## config.mk

```make
export PLATFORM = sky130hd
export DESIGN_NAME = drive_serial_telegram_framer
export DESIGN_NICKNAME = d
export VERILOG_FILES = /design/src/framer_pkg.sv /design/src/uart_char_line.sv /design/src/drive_serial_telegram_framer.sv
export VERILOG_INCLUDE_DIRS = /design/src /design/src/src
export SDC_FILE = /design/constraint.sdc
export NUM_CORES = 1
export LEC_CHECK = 0
export BUFFER_PORTS_ARGS = -buffer_cell sky130_fd_sc_hd__clkbuf_2
export CORE_ASPECT_RATIO = 0.8
export CORE_UTILIZATION = 45
export DETAILED_ROUTE_END_ITERATION = 8
export SLEW_MARGIN = 20
export SYNTH_ARGS = -nofsm -noshare
export SYNTH_HDL_FRONTEND = slang
export SYNTH_SLANG_ARGS = --single-unit
export TNS_END_PERCENT = 1
```

## constraint.sdc

```tcl
create_clock -name clk_sys -period 4.4 [get_ports clk_sys]
set_clock_uncertainty 0.1 [all_clocks]
set_input_delay 0.22 -clock clk_sys [delete_from_list [all_inputs] [get_ports clk_sys]]
set_output_delay 0.22 -clock clk_sys [all_outputs]
set_load 0.01 [all_outputs]
```

## src/framer_consts.svh

```systemverilog
// constants of the serial telegram framer
// Behaviour
// - one master, up to 126 followers; master picks a follower by address byte.
// - follower transmits only in answer to a master request, never unprompted.
// - half duplex: a node never transmits and receives on the line together.
// - short 8-byte process, long 16-byte parameter, and variable text telegrams.
// - node address 1 to 126, baud 2400 to 115200, even parity, one stop.
// - character is start, eight data, parity, stop: eleven bit times.
// - data bits plus parity bit hold an even count of ones; receiver checks.
// - telegram is start char 0x02, length, address, data bytes, check byte.
// - length byte is data bytes plus two: six for four, fourteen for twelve.
// - text telegrams carry length ten plus the number of text characters.
// - address bit 7 set selects format; bits 6..0 address, zero is broadcast.
// - reply carries the received address byte unchanged.
// - check byte is running XOR of telegram bytes, cleared before first byte.
// - process block: control word, reference in; status word, frequency out.
// - parameter block is twelve bytes and also holds the process block.
// - text block variant of the data field is accepted on receive and answered with a long telegram.
// - id word bits 15..12 carry command in, response code out.
// - commands none, read, write word, write dword, nv dword, nv word, text.
// - responses none, word sent, dword sent, cannot perform, text sent.
// - failed command answers code 0111 plus a fault report code.
// - fault 0 is illegal parameter number, fault 1 is parameter locked.
// - received control word drives start, stops, reset, speeds, relays etc.
// - id word bits 11..0 carry the parameter number.
`ifndef FRAMER_CONSTS_SVH
`define FRAMER_CONSTS_SVH
`define START_CHAR   8'h02
`define LEN_SHORT    8'h06
`define LEN_LONG     8'h0e
`define LEN_TEXT_FIX 8'h0a
`define LEN_OVERHEAD 8'h02
`define ADR_FMT_BIT  7
`define ADR_BCAST    7'h00
`define ADR_MAX      7'h7e
`define CHAR_LAST    4'ha
`define DIV_W        17
`define DATA_BUF     32
`define OFS_PROC     8'h08
`define CMD_NONE     4'h0
`define CMD_READ     4'h1
`define CMD_WR_W     4'h2
`define CMD_WR_D     4'h3
`define CMD_WR_DE    4'hd
`define CMD_WR_WE    4'he
`define CMD_RD_TXT   4'hf
`define RSP_NONE     4'h0
`define RSP_WORD     4'h1
`define RSP_DWORD    4'h2
`define RSP_FAIL     4'h7
`define RSP_TEXT     4'hf
`define FLT_BAD_NUM  8'h00
`define FLT_LOCKED   8'h01
`define FLT_NOT_SUPP 8'hfd
`endif

```

## src/framer_pkg.sv

```systemverilog
// types of the serial telegram framer
`include "framer_consts.svh"
package framer_pkg;
	typedef enum logic [3:0] {
		S_HUNT  = 4'h0,
		S_LEN   = 4'h1,
		S_ADR   = 4'h2,
		S_DATA  = 4'h3,
		S_CHECK = 4'h4,
		S_EXEC  = 4'h5,
		S_PARAM = 4'h6,
		S_SEND  = 4'h7,
		S_DRAIN = 4'h8
	} tel_state_t;
	typedef struct packed {
		logic       valid;
		logic       perr;
		logic [7:0] data;
	} rx_char_t;
	typedef struct packed {
		logic        valid;
		logic [3:0]  cmd;
		logic [11:0] pnum;
		logic [15:0] ind;
		logic [31:0] value;
	} param_req_t;
	typedef struct packed {
		logic        valid;
		logic        num_bad;
		logic        locked;
		logic        dword;
		logic [31:0] rdata;
	} param_ans_t;
	typedef struct packed {
		logic [1:0]        sync;
		logic              rx_busy;
		logic [`DIV_W-1:0] rx_cnt;
		logic [3:0]        rx_bit;
		logic [10:0]       rx_sh;
		rx_char_t          rxc;
		logic              tx_busy;
		logic [`DIV_W-1:0] tx_cnt;
		logic [3:0]        tx_bit;
		logic [10:0]       tx_sh;
	} line_state_t;
	typedef struct packed {
		tel_state_t                  st;
		logic [7:0]                  len;
		logic [7:0]                  cnt;
		logic [7:0]                  xsum;
		logic [7:0]                  adr;
		logic                        perr;
		logic [`DATA_BUF-1:0][7:0]   buff;
		logic [15:0]                 ctrl_word;
		logic [15:0]                 ref_value;
		logic                        ctrl_strobe;
		param_req_t                  req;
		logic [3:0]                  rsp;
		logic [31:0]                 rval;
		logic                        tx_go;
		logic [7:0]                  tx_byte;
		logic [7:0]                  tx_idx;
		logic [7:0]                  tx_last;
		logic                        tx_long;
	} framer_state_t;
endpackage

```

## src/uart_char_line.sv

```systemverilog
// eleven-bit even-parity character receiver and transmitter for the line
`timescale 1ns/1ns
`include "framer_consts.svh"
module uart_char_line (
	// clock and reset
	input  wire logic                 clk_sys,
	input  wire logic                 rst,
	// bit time in clk_sys cycles
	input  wire logic [`DIV_W-1:0]    bit_div,
	// line pins
	input  wire logic                 line_rx,
	output logic                      line_tx,
	output logic                      line_oe,
	// character side
	input  wire logic                 tx_start,
	input  wire logic [7:0]           tx_byte,
	output logic                      tx_busy,
	output framer_pkg::rx_char_t      rx_char
);
	framer_pkg::line_state_t s;
	framer_pkg::line_state_t n;
	logic [10:0] shin;

	always_comb begin
		n = s;
		n.rxc.valid = 1'b0;
		n.sync = {s.sync[0], line_rx};
		shin = {s.sync[1], s.rx_sh[10:1]};
		if (!s.rx_busy) begin
			if (!s.sync[1] && !s.tx_busy && !tx_start) begin
				n.rx_busy = 1'b1;
				n.rx_cnt = bit_div >> 1;
				n.rx_bit = 4'h0;
			end
		end else if (s.rx_cnt == '0) begin
			n.rx_cnt = bit_div - 1'b1;
			n.rx_sh = shin;
			n.rx_bit = s.rx_bit + 4'h1;
			// glitch shorter than half a bit is no start
			if (s.rx_bit == 4'h0 && s.sync[1])
				n.rx_busy = 1'b0;
			if (s.rx_bit == `CHAR_LAST) begin
				n.rx_busy = 1'b0;
				n.rxc.valid = 1'b1;
				n.rxc.data = shin[8:1];
				n.rxc.perr = (^shin[9:1]) | ~shin[10];
			end
		end else begin
			n.rx_cnt = s.rx_cnt - 1'b1;
		end
		if (tx_start && !s.tx_busy) begin
			n.tx_busy = 1'b1;
			n.tx_sh = {1'b1, ^tx_byte, tx_byte, 1'b0};
			n.tx_cnt = bit_div - 1'b1;
			n.tx_bit = 4'h0;
		end else if (s.tx_busy) begin
			if (s.tx_cnt == '0) begin
				n.tx_cnt = bit_div - 1'b1;
				n.tx_bit = s.tx_bit + 4'h1;
				n.tx_sh = {1'b1, s.tx_sh[10:1]};
				if (s.tx_bit == `CHAR_LAST)
					n.tx_busy = 1'b0;
			end else begin
				n.tx_cnt = s.tx_cnt - 1'b1;
			end
		end
		// own echo must not be taken as a character
		if (n.tx_busy)
			n.rx_busy = 1'b0;
	end

	always_ff @(posedge clk_sys) begin
		if (rst) begin
			s <= '0;
			s.sync <= 2'h3;
			s.tx_sh <= 11'h7ff;
		end else begin
			s <= n;
		end
	end

	assign line_tx = s.tx_sh[0];
	assign line_oe = s.tx_busy;
	assign tx_busy = s.tx_busy;
	assign rx_char = s.rxc;
endmodule

```

## src/drive_serial_telegram_framer.sv

```systemverilog
// follower telegram framer: receive, check, apply and answer master telegrams
`timescale 1ns/1ns
`include "framer_consts.svh"
module drive_serial_telegram_framer #(
	parameter int DATA_MAX = `DATA_BUF
) (
	// clock and reset
	input  wire logic                  clk_sys,
	input  wire logic                  rst,
	// configuration
	input  wire logic [6:0]            own_addr,
	input  wire logic [`DIV_W-1:0]     baud_div,
	// rs485 transceiver
	input  wire logic                  line_rx,
	output logic                       line_tx,
	output logic                       line_oe,
	// process data
	output logic [15:0]                ctrl_word,
	output logic [15:0]                ref_value,
	output logic                       ctrl_strobe,
	input  wire logic [15:0]           status_word,
	input  wire logic [15:0]           out_freq,
	// parameter access
	output framer_pkg::param_req_t     param_req,
	input  wire framer_pkg::param_ans_t param_ans
);
	if (DATA_MAX < 12 || DATA_MAX > `DATA_BUF) begin : g_chk
		$error("DATA_MAX must lie between 12 and the data buffer depth");
	end

	framer_pkg::framer_state_t s;
	framer_pkg::framer_state_t n;
	framer_pkg::rx_char_t      rxc;
	logic                      tx_busy;
	logic [7:0]                proc_ofs;
	logic [3:0]                cmd;

	uart_char_line u_line (
		.clk_sys  (clk_sys),
		.rst      (rst),
		.bit_div  (baud_div),
		.line_rx  (line_rx),
		.line_tx  (line_tx),
		.line_oe  (line_oe),
		.tx_start (s.tx_go),
		.tx_byte  (s.tx_byte),
		.tx_busy  (tx_busy),
		.rx_char  (rxc)
	);

	// short, long and text lengths; DATA_MAX bounds the text length
	function automatic logic len_ok(input logic [7:0] l);
		len_ok = l == `LEN_SHORT || l == `LEN_LONG;
		if (l >= `LEN_TEXT_FIX && {24'h0, l - `LEN_OVERHEAD} <= DATA_MAX)
			len_ok = 1'b1;
	endfunction

	function automatic logic is_bcast(input logic [7:0] a);
		is_bcast = a[6:0] == `ADR_BCAST;
	endfunction

	// own address outside 1..126 accepts nothing but broadcast
	function automatic logic adr_hit(input logic [7:0] a, input logic [6:0] own);
		adr_hit = a[`ADR_FMT_BIT] && (is_bcast(a) ||
			(a[6:0] == own && own != `ADR_BCAST && own <= `ADR_MAX));
	endfunction

	function automatic logic is_write(input logic [3:0] c);
		is_write = c == `CMD_WR_W || c == `CMD_WR_D ||
			c == `CMD_WR_DE || c == `CMD_WR_WE;
	endfunction

	function automatic logic is_dwrite(input logic [3:0] c);
		is_dwrite = c == `CMD_WR_D || c == `CMD_WR_DE;
	endfunction

	function automatic logic cmd_known(input logic [3:0] c);
		cmd_known = is_write(c) || c == `CMD_READ || c == `CMD_RD_TXT;
	endfunction

	// payload byte k of the reply; the short reply is the process block only
	function automatic logic [7:0] reply_data(
		input framer_pkg::framer_state_t q,
		input logic [7:0]                k,
		input logic [15:0]               sw,
		input logic [15:0]               fr
	);
		logic [95:0] v;
		logic [6:0]  base;
		if (q.tx_long)
			v = {q.rsp, q.req.pnum, q.req.ind, q.rval, sw, fr};
		else
			v = {sw, fr, 64'h0};
		base = 7'h5f - {k[3:0], 3'h0};
		reply_data = v[base -: 8];
	endfunction

	function automatic logic [7:0] reply_byte(
		input framer_pkg::framer_state_t q,
		input logic [15:0]               sw,
		input logic [15:0]               fr
	);
		case (q.tx_idx)
			8'h00: reply_byte = `START_CHAR;
			8'h01: reply_byte = q.tx_long ? `LEN_LONG : `LEN_SHORT;
			8'h02: reply_byte = q.adr;
			default: reply_byte = reply_data(q, q.tx_idx - 8'h03, sw, fr);
		endcase
	endfunction

	assign proc_ofs = (s.len == `LEN_SHORT) ? 8'h00 : `OFS_PROC;
	assign cmd = s.buff[0][7:4];

	always_comb begin
		n = s;
		n.ctrl_strobe = 1'b0;
		n.req.valid = 1'b0;
		n.tx_go = 1'b0;
		if (rxc.valid && s.st != framer_pkg::S_HUNT)
			n.perr = s.perr | rxc.perr;
		case (s.st)
			framer_pkg::S_HUNT: begin
				if (rxc.valid && !rxc.perr && rxc.data == `START_CHAR) begin
					n.xsum = 8'h00 ^ rxc.data;
					n.perr = 1'b0;
					n.st = framer_pkg::S_LEN;
				end
			end
			framer_pkg::S_LEN: begin
				if (rxc.valid) begin
					n.len = rxc.data;
					n.xsum = s.xsum ^ rxc.data;
					if (len_ok(rxc.data))
						n.st = framer_pkg::S_ADR;
					else
						n.st = framer_pkg::S_HUNT;
				end
			end
			framer_pkg::S_ADR: begin
				if (rxc.valid) begin
					n.adr = rxc.data;
					n.xsum = s.xsum ^ rxc.data;
					n.cnt = 8'h00;
					n.st = framer_pkg::S_DATA;
				end
			end
			framer_pkg::S_DATA: begin
				if (rxc.valid) begin
					n.buff[s.cnt[4:0]] = rxc.data;
					n.xsum = s.xsum ^ rxc.data;
					n.cnt = s.cnt + 8'h01;
					if (n.cnt == s.len - `LEN_OVERHEAD)
						n.st = framer_pkg::S_CHECK;
				end
			end
			framer_pkg::S_CHECK: begin
				if (rxc.valid) begin
					// a damaged or foreign telegram leaves no trace
					if (!n.perr && s.xsum == rxc.data && adr_hit(s.adr, own_addr))
						n.st = framer_pkg::S_EXEC;
					else
						n.st = framer_pkg::S_HUNT;
				end
			end
			framer_pkg::S_EXEC: begin
				n.ctrl_word = {s.buff[proc_ofs[4:0]], s.buff[proc_ofs[4:0] + 5'h01]};
				n.ref_value = {s.buff[proc_ofs[4:0] + 5'h02],
					s.buff[proc_ofs[4:0] + 5'h03]};
				n.ctrl_strobe = 1'b1;
				n.tx_long = s.len != `LEN_SHORT;
				n.tx_last = (s.len != `LEN_SHORT ? `LEN_LONG : `LEN_SHORT) + 8'h01;
				n.tx_idx = 8'h00;
				n.xsum = 8'h00;
				n.rsp = `RSP_NONE;
				n.rval = 32'h0;
				n.req.cmd = cmd;
				n.req.pnum = {s.buff[0][3:0], s.buff[1]};
				n.req.ind = {s.buff[2], s.buff[3]};
				n.req.value = {s.buff[4], s.buff[5], s.buff[6], s.buff[7]};
				if (is_bcast(s.adr))
					n.st = framer_pkg::S_HUNT;
				else
					n.st = framer_pkg::S_SEND;
				if (s.len != `LEN_SHORT && cmd != `CMD_NONE) begin
					if (cmd_known(cmd)) begin
						n.req.valid = 1'b1;
						n.st = framer_pkg::S_PARAM;
					end else begin
						n.rsp = `RSP_FAIL;
						n.rval = {24'h0, `FLT_NOT_SUPP};
					end
				end
			end
			framer_pkg::S_PARAM: begin
				// the parameter store may take any time to answer
				if (param_ans.valid) begin
					if (param_ans.num_bad) begin
						n.rsp = `RSP_FAIL;
						n.rval = {24'h0, `FLT_BAD_NUM};
					end else if (is_write(s.req.cmd) && param_ans.locked) begin
						n.rsp = `RSP_FAIL;
						n.rval = {24'h0, `FLT_LOCKED};
					end else if (s.req.cmd == `CMD_RD_TXT) begin
						n.rsp = `RSP_TEXT;
						n.rval = param_ans.rdata;
					end else if (is_write(s.req.cmd)) begin
						n.rsp = is_dwrite(s.req.cmd) ? `RSP_DWORD : `RSP_WORD;
						n.rval = is_dwrite(s.req.cmd) ? s.req.value
							: {16'h0, s.req.value[15:0]};
					end else begin
						n.rsp = param_ans.dword ? `RSP_DWORD : `RSP_WORD;
						n.rval = param_ans.dword ? param_ans.rdata
							: {16'h0, param_ans.rdata[15:0]};
					end
					if (is_bcast(s.adr))
						n.st = framer_pkg::S_HUNT;
					else
						n.st = framer_pkg::S_SEND;
				end
			end
			framer_pkg::S_SEND: begin
				if (!tx_busy && !s.tx_go) begin
					if (s.tx_idx == s.tx_last) begin
						n.tx_byte = s.xsum;
						n.st = framer_pkg::S_DRAIN;
					end else begin
						n.tx_byte = reply_byte(s, status_word, out_freq);
						n.xsum = s.xsum ^ n.tx_byte;
					end
					n.tx_go = 1'b1;
					n.tx_idx = s.tx_idx + 8'h01;
				end
			end
			framer_pkg::S_DRAIN: begin
				// line released only after the check byte has left
				if (!tx_busy && !s.tx_go)
					n.st = framer_pkg::S_HUNT;
			end
			default: begin
				n.st = framer_pkg::S_HUNT;
			end
		endcase
	end

	always_ff @(posedge clk_sys) begin
		if (rst) begin
			s <= '0;
			s.st <= framer_pkg::S_HUNT;
		end else begin
			s <= n;
		end
	end

	assign ctrl_word = s.ctrl_word;
	assign ref_value = s.ref_value;
	assign ctrl_strobe = s.ctrl_strobe;
	assign param_req = s.req;
endmodule

```

==> flow_metrics.tcl, run 1 <==
set metrics [dict create \
    final_cell_area_um2 20900 \
    drv_cap 0 \
    fp.coreArea_um2 40630 \
    ios 195 \
    power.total_mw 8.346 \
    syn_area_per_cell_um2 7.857 \
    syn_nets 2475 \
    timing.rr.end "u_line.s[28]$_SDFFE_PP0P_" \
    timing.rr.start "u_line.s[15]$_SDFFE_PP0P_" \
    routed_via_density 5.891 \
    setup.worst_path.end "u_line.s[28]$_SDFFE_PP0P_" \
    drc 0 \
    clkLatencyLatePin_ns 0.56 \
    wl_met3_um 4967 \
    cts-root-buf "clkbuf_16" \
    maxSlewHeadroom_pct 29.12 \
    cp_cell_sequence "inv_1, ha_1, or3b_4, or4_1, nor4_4, and2_1, nor2_2, a32oi_1, nor3_1" \
    dr.pass1.iters 6 \
    cts_buffer_depth 3 \
    path_class "reg2reg" \
    ys_seq_area_share_pct 38.92 \
    grt-ovfl-total 0 \
    r2r_setup_slack_ns 0.90 \
    period_needed_ns 3.502 \
    p_per_area_nw_per_um2 399.4 \
    antenna_found_initial 0 \
    h-tree-depth 2 \
    finalCritPeriodShare_pct 79.59 \
    start_util_pct 45.70 \
    p_leak_nw 7.666 \
    start_kind "register" \
    cts.sinks 361 \
    synth_edf_count 0 \
    r2r_cells 9 \
    wl_met2_um 26520 \
    ant_nets 0 \
    end_kind "register" \
    die_w_um 229.1 \
    place.gp.congestion 0.9441 \
    async_flop_share_pct 0 \
    worst_pin_slew_ns 1.063 \
    fmax_ghz 0.2855 \
    maxSlewViolCount 0 \
    drtIter0Drc 1967 \
    place_area_um2 19180 \
    diodes 0 \
    cp.required_ns 4.71 \
    areaGrowthSynthToFinish_pct 12.54 \
    grt_pass1_wl_um 94080 \
    critPathLaunch "u_line.s[15]$_SDFFE_PP0P_" \
    cp.arrival_ns 3.81 \
    cts_tree "done" \
    synth_cells 2363 \
    numCtsBuffers 40 \
    slowest_stage "nor4_4" \
    wl_um 61150 \
    hold_violations 0 \
    irDropWorstVdd_mv 0.2550 \
    hold_path_class "in2reg" \
    placedCellCount 2872 \
    vias 17560 \
    die_y_um 183.7 \
    status "completed" \
    grt_pass1_vias 16080 \
    rsz0062_at_grt "false" \
    grt_max_degree 108 \
    dieArea_um2 42080 \
    met1_length_um 27790 \
    synth_ff_type "dfxtp_1" \
    synth_seq_cells 361 \
    grtUsageTotal_pct 28.31 \
    yosysUniqueCellTypes 72 \
    drive_gt1_share_pct 14.53 \
    crit_path_max_fanout 15 \
    final_cells 2980 \
    n_fill_cell 3958 \
    wl_per_cell_um 20.52 \
    yosysWarningCount 0 \
    cts.clk_slew.worst_paths_ns 0.06 \
    port_buffers 194 \
    max_stage_delay_ns 0.60 \
    nNetsFinal 2518 \
    dp_hpwl_um 42670 \
    place_ws_ns 0.9073 \
    final_cell_mix "nand2_1, dfxtp_1, a21oi_1" \
    rows 66 \
    setup_violations 0 \
    synth_area_um2 18570 \
    fin_tns_setup_ns 0 \
    setup_ws_ns 0.8980 \
    final_common_cell "nand2_1" \
    top_layer "met4" \
]
-- cells in the mapped netlist (all sizes together) (22+ instances only) --
cell type	number	share of area (%)
nor3	53	1.5
buf	119	4.5
inv	33	0.67
nand2	424	8.6
o21ai	75	2.0
nor2	205	4.2
clkbuf	152	3.1
dfxtp	361	39
a221oi	23	1.1
mux2i	89	4.8
a22oi	22	0.89
xor2	35	1.7
nand3	120	3.2
xnor2	47	2.2
a21oi	263	7.1
a211oi	67	2.7
-- cells by family after synthesis --
logic type               after synthesis  share of synthesized area [%]
buffers and inverters                305                          8.289
AND/OR/NAND/NOR                      940                          22.62
adder cells (fa/ha/maj)               17                          1.146
XOR/XNOR                              82                          3.868
multiplexers                         109                          6.800
flip-flops                           361                          38.92
AO/OA/AOI/OAI                        549                          18.35
-- how the worst min path moves through the flow --
stage | startpoint | end | slack (ns) | cells after the start
after floorplan | line_rx | u_line.n[77]$_SDFF_PP1_ | 0.22 | 1
after global placement | u_line.n[77]$_SDFF_PP1_ | u_line.s[77]$_SDFF_PP1_ | 0.30 | 1
after detailed placement | u_line.n[77]$_SDFF_PP1_ | u_line.s[77]$_SDFF_PP1_ | 0.30 | 1
after CTS | baud_div[9] | u_line.s[66]$_SDFFE_PP0P_ | 0.0005 | 5
after global routing | param_ans[20] | s[46]$_SDFFE_PP0P_ | 0.03 | 4
final | param_ans[8] | s[34]$_SDFFE_PP0P_ | 0.01 | 5
-- worst max-delay path, delay by kind of cell, from the launching register on --
kind / cells / cell delay [ns]
AND/OR/NAND/NOR: 6 / 2.43
buffers and inverters: 1 / 0.06
AO/OA/AOI/OAI: 1 / 0.25
adder cells (fa/ha/maj): 1 / 0.17
flip-flops: 1 / 0.34
-- routing by layer --
metal / vias up / global-route usage, %
met2: 792 / 43.45
met5: - / 0
met4: 0 / 8.960
li1: 8267 / -
met1: 8396 / 40.99
met3: 101 / 3.676
-- cell type report --
| class | count | area [µm²] | area share (%) |
|---|---|---|---|
| multi-input combinational | 1697 | 9837 | 47.08 |
| sequential | 361 | 7227 | 34.59 |
| timing repair buffer | 272 | 1669 | 7.988 |
| clock buffer | 57 | 1165 | 5.575 |
| tap | 544 | 680.7 | 3.257 |
| clock inverter | 15 | 188.9 | 0.9042 |
| inverter | 34 | 127.6 | 0.6108 |
-- timing repair --
| item | in CTS | in global routing |
|---|---|---|
| endpoints found under the hold margin | 38 | 0 |
| resized for setup | 0 | 0 |
| setup buffers | 0 | 0 |
| hold buffers | 36 | 0 |
-- where the power goes --
group	internal (mW)	total (mW)	switching, mW
sequential	3.38	3.51	0.136
combinational	0.527	1.38	0.853
clock	2.03	3.45	1.42
-- metrics by stage --
step | util, % | hold slack (ns)
after floorplan | - | 0.2238
after CTS | 51.42 | 0.0005095
final | 51.43 | 0.01335
after detailed placement | 47.20 | 0.2984
after global routing | 51.43 | 0.03405
after global placement | 47.20 | 0.3021
-- flip-flops by register name, indices dropped and copies added, names as in the netlist --
signal,count
cmd,4
ctrl_strobe,1
ctrl_word,16
param_req,65
ref_value,16
s,184
u_line.line_oe,1
u_line.line_tx,1
u_line.n,1
u_line.rx_char,10
u_line.s,62
No activity file was read; power rests on OpenSTA's default activity.
==> run 2, diff against run 1 <==
--- a/config.mk
+++ b/config.mk
@@ -6,6 +6,7 @@
 export SDC_FILE = /design/constraint.sdc
 export NUM_CORES = 1
 export LEC_CHECK = 0
+export ABC_AREA = 1
 export BUFFER_PORTS_ARGS = -buffer_cell sky130_fd_sc_hd__clkbuf_2
 export CORE_ASPECT_RATIO = 0.8
 export CORE_UTILIZATION = 45
==> constraint.sdc (replaced) <==
create_clock -name clk_sys -period 3.4 [get_ports clk_sys]
set_clock_uncertainty 0.1 [all_clocks]
set_input_delay 0.17 -clock clk_sys [delete_from_list [all_inputs] [get_ports clk_sys]]
set_output_delay 0.17 -clock clk_sys [all_outputs]
set_load 0.01 [all_outputs]
==> flow_metrics.tcl, run 2 <==
set metrics [dict create \
    grt_pass1_vias 16470 \
    start_kind "register" \
    period_needed_ns 3.150 \
    synth_commonest_cells "nand2_1, dfxtp_1, a21oi_1" \
    end_kind "register" \
    synth_area_um2 18670 \
    hold_violations 0 \
    cts.clk_slew.worst_paths_ns 0.07 \
    final_common_cell "nand2_1" \
    whs_ns 0.04220 \
    syn_nets 2794 \
    syn_area_per_cell_um2 6.960 \
    synth_area_leaders "dfxtp_1, nand2_1, a21oi_1, o21ai_0, inv_1" \
    final_cells 3357 \
    dp_hpwl_um 42460 \
    diodes 0 \
    routed_via_density 5.436 \
    ant_nets 0 \
    path_class "reg2reg" \
    dr.pass1.iters 6 \
    rsz0062_at_grt "false" \
    place.gp.congestion 0.9096 \
    synth_seq_cells 361 \
    status "completed" \
    place_ws_ns 0.7277 \
    grt_pass1_wl_um 93740 \
    async_flop_share_pct 0 \
    yosysWarningCount 0 \
    drc 0 \
    wl_um 60480 \
    maxSlewViolCount 0 \
    crit_path_max_fanout 35 \
    finalCritPeriodShare_pct 92.66 \
    irDropWorstVdd_mv 0.3037 \
    multi_input_comb_area_um2 9154 \
    cts-root-buf "clkbuf_16" \
    synth.largest_area_cell "dfxtp_1" \
    numCtsBuffers 40 \
    die_w_um 229.7 \
    holdCritStartpoint "param_ans[34]" \
    rows 66 \
    h-tree-depth 2 \
    placedCellCount 3224 \
    worst_pin_slew_ns 1.008 \
    areaGrowthSynthToFinish_pct 13.72 \
    whs_endpoint "s[50]$_SDFFE_PP0P_" \
    n_fill_cell 4090 \
    timing.rr.start "param_req[62]$_SDFFE_PP0P_" \
    setup_ws_ns 0.2495 \
    cts_buffer_depth 3 \
    ios 195 \
    synth_cells 2682 \
    r2r_cells 12 \
    post-route-util_pct 52.04 \
    grtUsageTotal_pct 27.95 \
    cts_tree "done" \
    p_per_area_nw_per_um2 520.2 \
    setup_violations 0 \
    cts.sinks 361 \
    synth.most_common_cell "nand2_1" \
    port_buffers 194 \
    synth_edf_count 0 \
    fp.coreArea_um2 40790 \
    nNetsFinal 2899 \
    drive_gt1_share_pct 12.41 \
    start_util_pct 45.76 \
    drv_cap 0 \
    drtIter0Drc 1728 \
    grt_max_degree 74 \
    timing.rr.end "s[26]$_SDFFE_PP0P_" \
    antenna_found_initial 0 \
    die_y_um 184.2 \
    grt-ovfl-total 0 \
    netlist.area_leader.share_pct 38.72 \
    vias 18250 \
    cp.arrival_ns 3.47 \
    r2r_setup_slack_ns 0.25 \
    largest_reg_flops 184 \
    cp.required_ns 3.72 \
    clkLatencyLatePin_ns 0.56 \
    dieArea_um2 42300 \
    p_leak_nw 9.185 \
    top_register "s" \
    yosysUniqueCellTypes 57 \
    min_path_cells 4 \
    fin_tns_setup_ns 0 \
    synth_ff_type "dfxtp_1" \
    hold_path_class "in2reg" \
    regArea_um2 7228 \
    ys_seq_area_share_pct 38.72 \
    final_cell_mix "nand2_1, dfxtp_1, a21oi_1" \
    wl_per_cell_um 18.02 \
    fmax_ghz 0.3174 \
    maxSlewHeadroom_pct 32.74 \
]
## run 2: changes by cell type in the layout (fill, tap and decap cells not counted), moves of 19 or more
cell	previous run	this run
a211oi_1	67	8
a21oi_1	263	309
dlygate4sd3_1	36	62
inv_1	33	230
mux2i_1	89	1
nand2_1	422	629
nand3_1	120	146
nor2b_1	19	0
nor3_1	49	26
o21ai_0	74	263
xnor2_1	47	22
## run 2: cell type report
cell class / count / area share, %
multi-input combinational: 1841 / 43.12
sequential: 361 / 34.05
timing repair buffer: 296 / 9.118
clock buffer: 51 / 5.004
inverter: 247 / 4.409
tap: 544 / 3.206
clock inverter: 17 / 1.090
## run 2: logic make-up after synthesis
kind of cell	after synthesis	share of synthesized area [%]
buf+inv	480	12.29
mux	1	0.05363
flops	361	38.72
compound gates	685	19.70
fa+ha+maj	17	1.139
simple gates	1064	24.59
xor+xnor	74	3.512
## run 2: routing by layer
layer | part of all wire [%] | up-vias | global-route usage, %
li1 | - | 8960 | -
met1 | 49 | 8508 | 42.55
met2 | 41 | 687 | 40.95
met3 | 7.6 | 92 | 3.821
met4 | 2.2 | 0 | 7.046
met5 | 0 | - | 0
## run 2: worst max-delay path, stage by stage, from the launching register on
cell	delay, ns
dfxtp_1	0.40
nand2_1	0.11
o21ai_0	0.15
nand2_1	0.06
nand2_1	0.12
buf_6	0.29
clkinvlp_4	0.23
nand2_1	0.19
nand2_1	0.06
dlygate4sd3_1	0.56
nand2_1	0.08
dlygate4sd3_1	0.56
a21oi_1	0.06
## run 2: what timing repair did
action / 4_1_cts / 5_1_grt
buffers inserted: 0 / 3
gates resized for setup: 0 / 2
endpoints found under the setup margin: 0 / 1
hold buffers: 62 / 0
endpoints found under the hold margin: 53 / 0
## run 2: worst max-delay path by stage
stage | end | cells after the start | from
4_1_cts | s[26]$_SDFFE_PP0P_ | 12 | param_req[62]$_SDFFE_PP0P_
3_5_place_dp | s[430]$_SDFFE_PP0P_ | 14 | s[9]$_SDFFE_PP0P_
5_1_grt | s[26]$_SDFFE_PP0P_ | 12 | param_req[62]$_SDFFE_PP0P_
6_report | s[26]$_SDFFE_PP0P_ | 12 | param_req[62]$_SDFFE_PP0P_
3_3_place_gp | s[431]$_SDFFE_PP0P_ | 14 | s[9]$_SDFFE_PP0P_
2_1_floorplan | s[431]$_SDFFE_PP0P_ | 18 | s[9]$_SDFFE_PP0P_
## run 2: power breakdown
part	internal, mW	switching (mW)	leakage (nW)
combinational	0.677	1.38	5.64
clock	2.59	1.84	0.636
sequential	4.38	0.169	2.91
total	7.65	3.39	9.19
## run 2: stage by stage
stage,cell area [µm²],power (mW)
final,21230,11.04
after global routing,21230,11.51
after CTS,21200,11.05
after detailed placement,19280,6.602
after global placement,19280,6.584
after floorplan,18670,6.090
==> run 3, diff against run 2 <==
--- a/config.mk
+++ b/config.mk
@@ -7,10 +7,10 @@
 export NUM_CORES = 1
 export LEC_CHECK = 0
 export ABC_AREA = 1
-export BUFFER_PORTS_ARGS = -buffer_cell sky130_fd_sc_hd__clkbuf_2
 export CORE_ASPECT_RATIO = 0.8
 export CORE_UTILIZATION = 45
 export DETAILED_ROUTE_END_ITERATION = 8
+export DONT_BUFFER_PORTS = 1
 export SLEW_MARGIN = 20
 export SYNTH_ARGS = -nofsm -noshare
 export SYNTH_HDL_FRONTEND = slang
==> constraint.sdc (replaced) <==
create_clock -name clk_sys -period 3.2 [get_ports clk_sys]
set_clock_uncertainty 0.1 [all_clocks]
set_input_delay 0.16 -clock clk_sys [delete_from_list [all_inputs] [get_ports clk_sys]]
set_output_delay 0.16 -clock clk_sys [all_outputs]
set_load 0.01 [all_outputs]
==> flow_metrics.tcl, run 3 (same netlist as run 2, synthesis figures left out) <==
set metrics [dict create \
    rows 66 \
    irDropWorstVdd_mv 0.3770 \
    drv_cap 0 \
    top_layer "met4" \
    grtUsageTotal_pct 26.82 \
    grt-ovfl-total 0 \
    end_kind "register" \
    wl_met3_um 4131 \
    routed_via_density 5.535 \
    grt_pass1_vias 15870 \
    diodes 0 \
    maxSlewHeadroom_pct 40.72 \
    fmax_ghz 0.3494 \
    drive_gt1_share_pct 6.186 \
    ant_nets 0 \
    r2r_setup_slack_ns 0.34 \
    whs_ns -0.03929 \
    ios 195 \
    drtIter0Drc 1706 \
    wl_met2_um 24210 \
    die_y_um 184.2 \
    place.gp.congestion 0.9268 \
    start_kind "register" \
    nNetsFinal 2701 \
    hold_path_class "in2reg" \
    numCtsBuffers 39 \
    cp.arrival_ns 3.26 \
    timing.rr.start "s[449]$_SDFFE_PP0P_" \
    dieArea_um2 42300 \
    cts.sinks 361 \
    antenna_found_initial 0 \
    cts-root-buf "clkbuf_16" \
    met1_length_um 27890 \
    p_leak_nw 8.375 \
    final_common_cell "nand2_1" \
    max_stage_delay_ns 0.57 \
    start_util_pct 45.76 \
    whs_endpoint "ctrl_strobe$_SDFF_PP0_" \
    cp_cell_sequence "inv_1, nor2_1, nand2_4, nand2_1, inv_2, nor2_4, nand3_1, a31oi_1, dlygate4sd3_1" \
    period_needed_ns 2.862 \
    dp_hpwl_um 39990 \
    cts_buffer_depth 3 \
    finalCritPeriodShare_pct 89.44 \
    n_fill_cell 4117 \
    areaGrowthSynthToFinish_pct 8.788 \
    grt_pass1_wl_um 90450 \
    grt_max_degree 154 \
    multi_input_comb_area_um2 9164 \
    r2r_cells 9 \
    fp.coreArea_um2 40790 \
    p_per_area_nw_per_um2 573.2 \
    fin_tns_setup_ns 0 \
    path_class "reg2reg" \
    drc 0 \
    dr.pass1.iters 6 \
    regArea_um2 7228 \
    holdCritStartpoint "rst" \
    cp_top_family "buffers and inverters" \
    worst_pin_slew_ns 0.8882 \
    maxSlewViolCount 0 \
    wl_per_cell_um 18.31 \
    cp.required_ns 3.59 \
    cts.clk_slew.worst_paths_ns 0.06 \
    vias 17510 \
    h-tree-depth 2 \
    clkLatencyLatePin_ns 0.55 \
    crit_path_max_fanout 32 \
    slowest_stage "dlygate4sd3_1" \
    port_buffers 0 \
    final_cell_mix "nand2_1, dfxtp_1, a21oi_1" \
    status "complete, but fails checks" \
    rsz0062_at_grt "false" \
    setup_violations 0 \
    min_path_cells 2 \
    violations "negative hold slack" \
    cts_tree "done" \
    timing.critical_path.buf_inv 3 \
    largest_reg_flops 184 \
    timing.rr.end "s[56]$_SDFFE_PP0P_" \
    die_w_um 229.7 \
    top_register "s" \
    hold_violations 3 \
    wl_um 57900 \
]
run 3: cell count changes in the layout (fill, tap and decap cells not counted), moves of 2 or more:
cell           before  now
clkbuf_2          193    0
clkbuf_1            9    6
clkbuf_8            2    5
buf_4              37   35
clkinvlp_4          2    4
dlygate4sd3_1      62   60
nor2_1            192  190
run 3: where the power goes:
part           leakage, nW  total (mW)  internal, mW  switching [mW]
logic                 4.81        2.05         0.666            1.38
clock network        0.653        4.74          2.79            1.94
registers             2.91        4.85          4.65           0.200
run 3: cell type report:
type	instances	share of cell area, %
clock buffer	50	5.256
clock inverter	21	1.399
inverter	247	4.590
multi-input combinational	1841	45.13
sequential	361	35.59
tap	544	3.352
timing repair buffer	99	4.683
run 3: how the worst max path moves through the flow:
stage                   startpoint                  end  slack (ns)  cells past startpoint
4_1_cts        s[449]$_SDFFE_PP0P_   s[56]$_SDFFE_PP0P_        0.03                      9
3_5_place_dp   s[449]$_SDFFE_PP0P_   s[56]$_SDFFE_PP0P_        0.58                      8
3_3_place_gp   s[449]$_SDFFE_PP0P_   s[56]$_SDFFE_PP0P_        0.65                      8
6_report       s[449]$_SDFFE_PP0P_   s[56]$_SDFFE_PP0P_        0.34                      9
2_1_floorplan    s[9]$_SDFFE_PP0P_  s[431]$_SDFFE_PP0P_        0.81                     18
5_1_grt        s[449]$_SDFFE_PP0P_   s[56]$_SDFFE_PP0P_        0.11                      9
run 3: repair_timing:
item                                   4_1_cts  5_1_grt
hold buffers                                61        0
buffers inserted                             0        3
resized for setup                            0        2
setup endpoints to repair                    0        2
endpoints found under the hold margin      184        0
run 3: metrics by stage:
stage | std cells | util (%) | setup WS (ns) | power (mW) | area [µm²]
2_1_floorplan | 2682 | - | 0.8136 | 6.470 | 18670
3_3_place_gp | 3028 | 44.82 | 0.6524 | 6.824 | 18290
3_5_place_dp | 3028 | 44.82 | 0.5824 | 6.845 | 18290
4_1_cts | 3160 | 49.67 | 0.03208 | 11.68 | 20260
5_1_grt | 3163 | 49.78 | 0.1147 | 12.17 | 20310
6_report | 3163 | 49.78 | 0.3380 | 11.64 | 20310
run 3: routing by layer:
| layer | GRT usage, % | vias up |
|---|---|---|
| met5 | 0 | - |
| met4 | 8.662 | 0 |
| li1 | - | 8569 |
| met3 | 3.605 | 100 |
| met1 | 40.14 | 8168 |
| met2 | 39.38 | 670 |
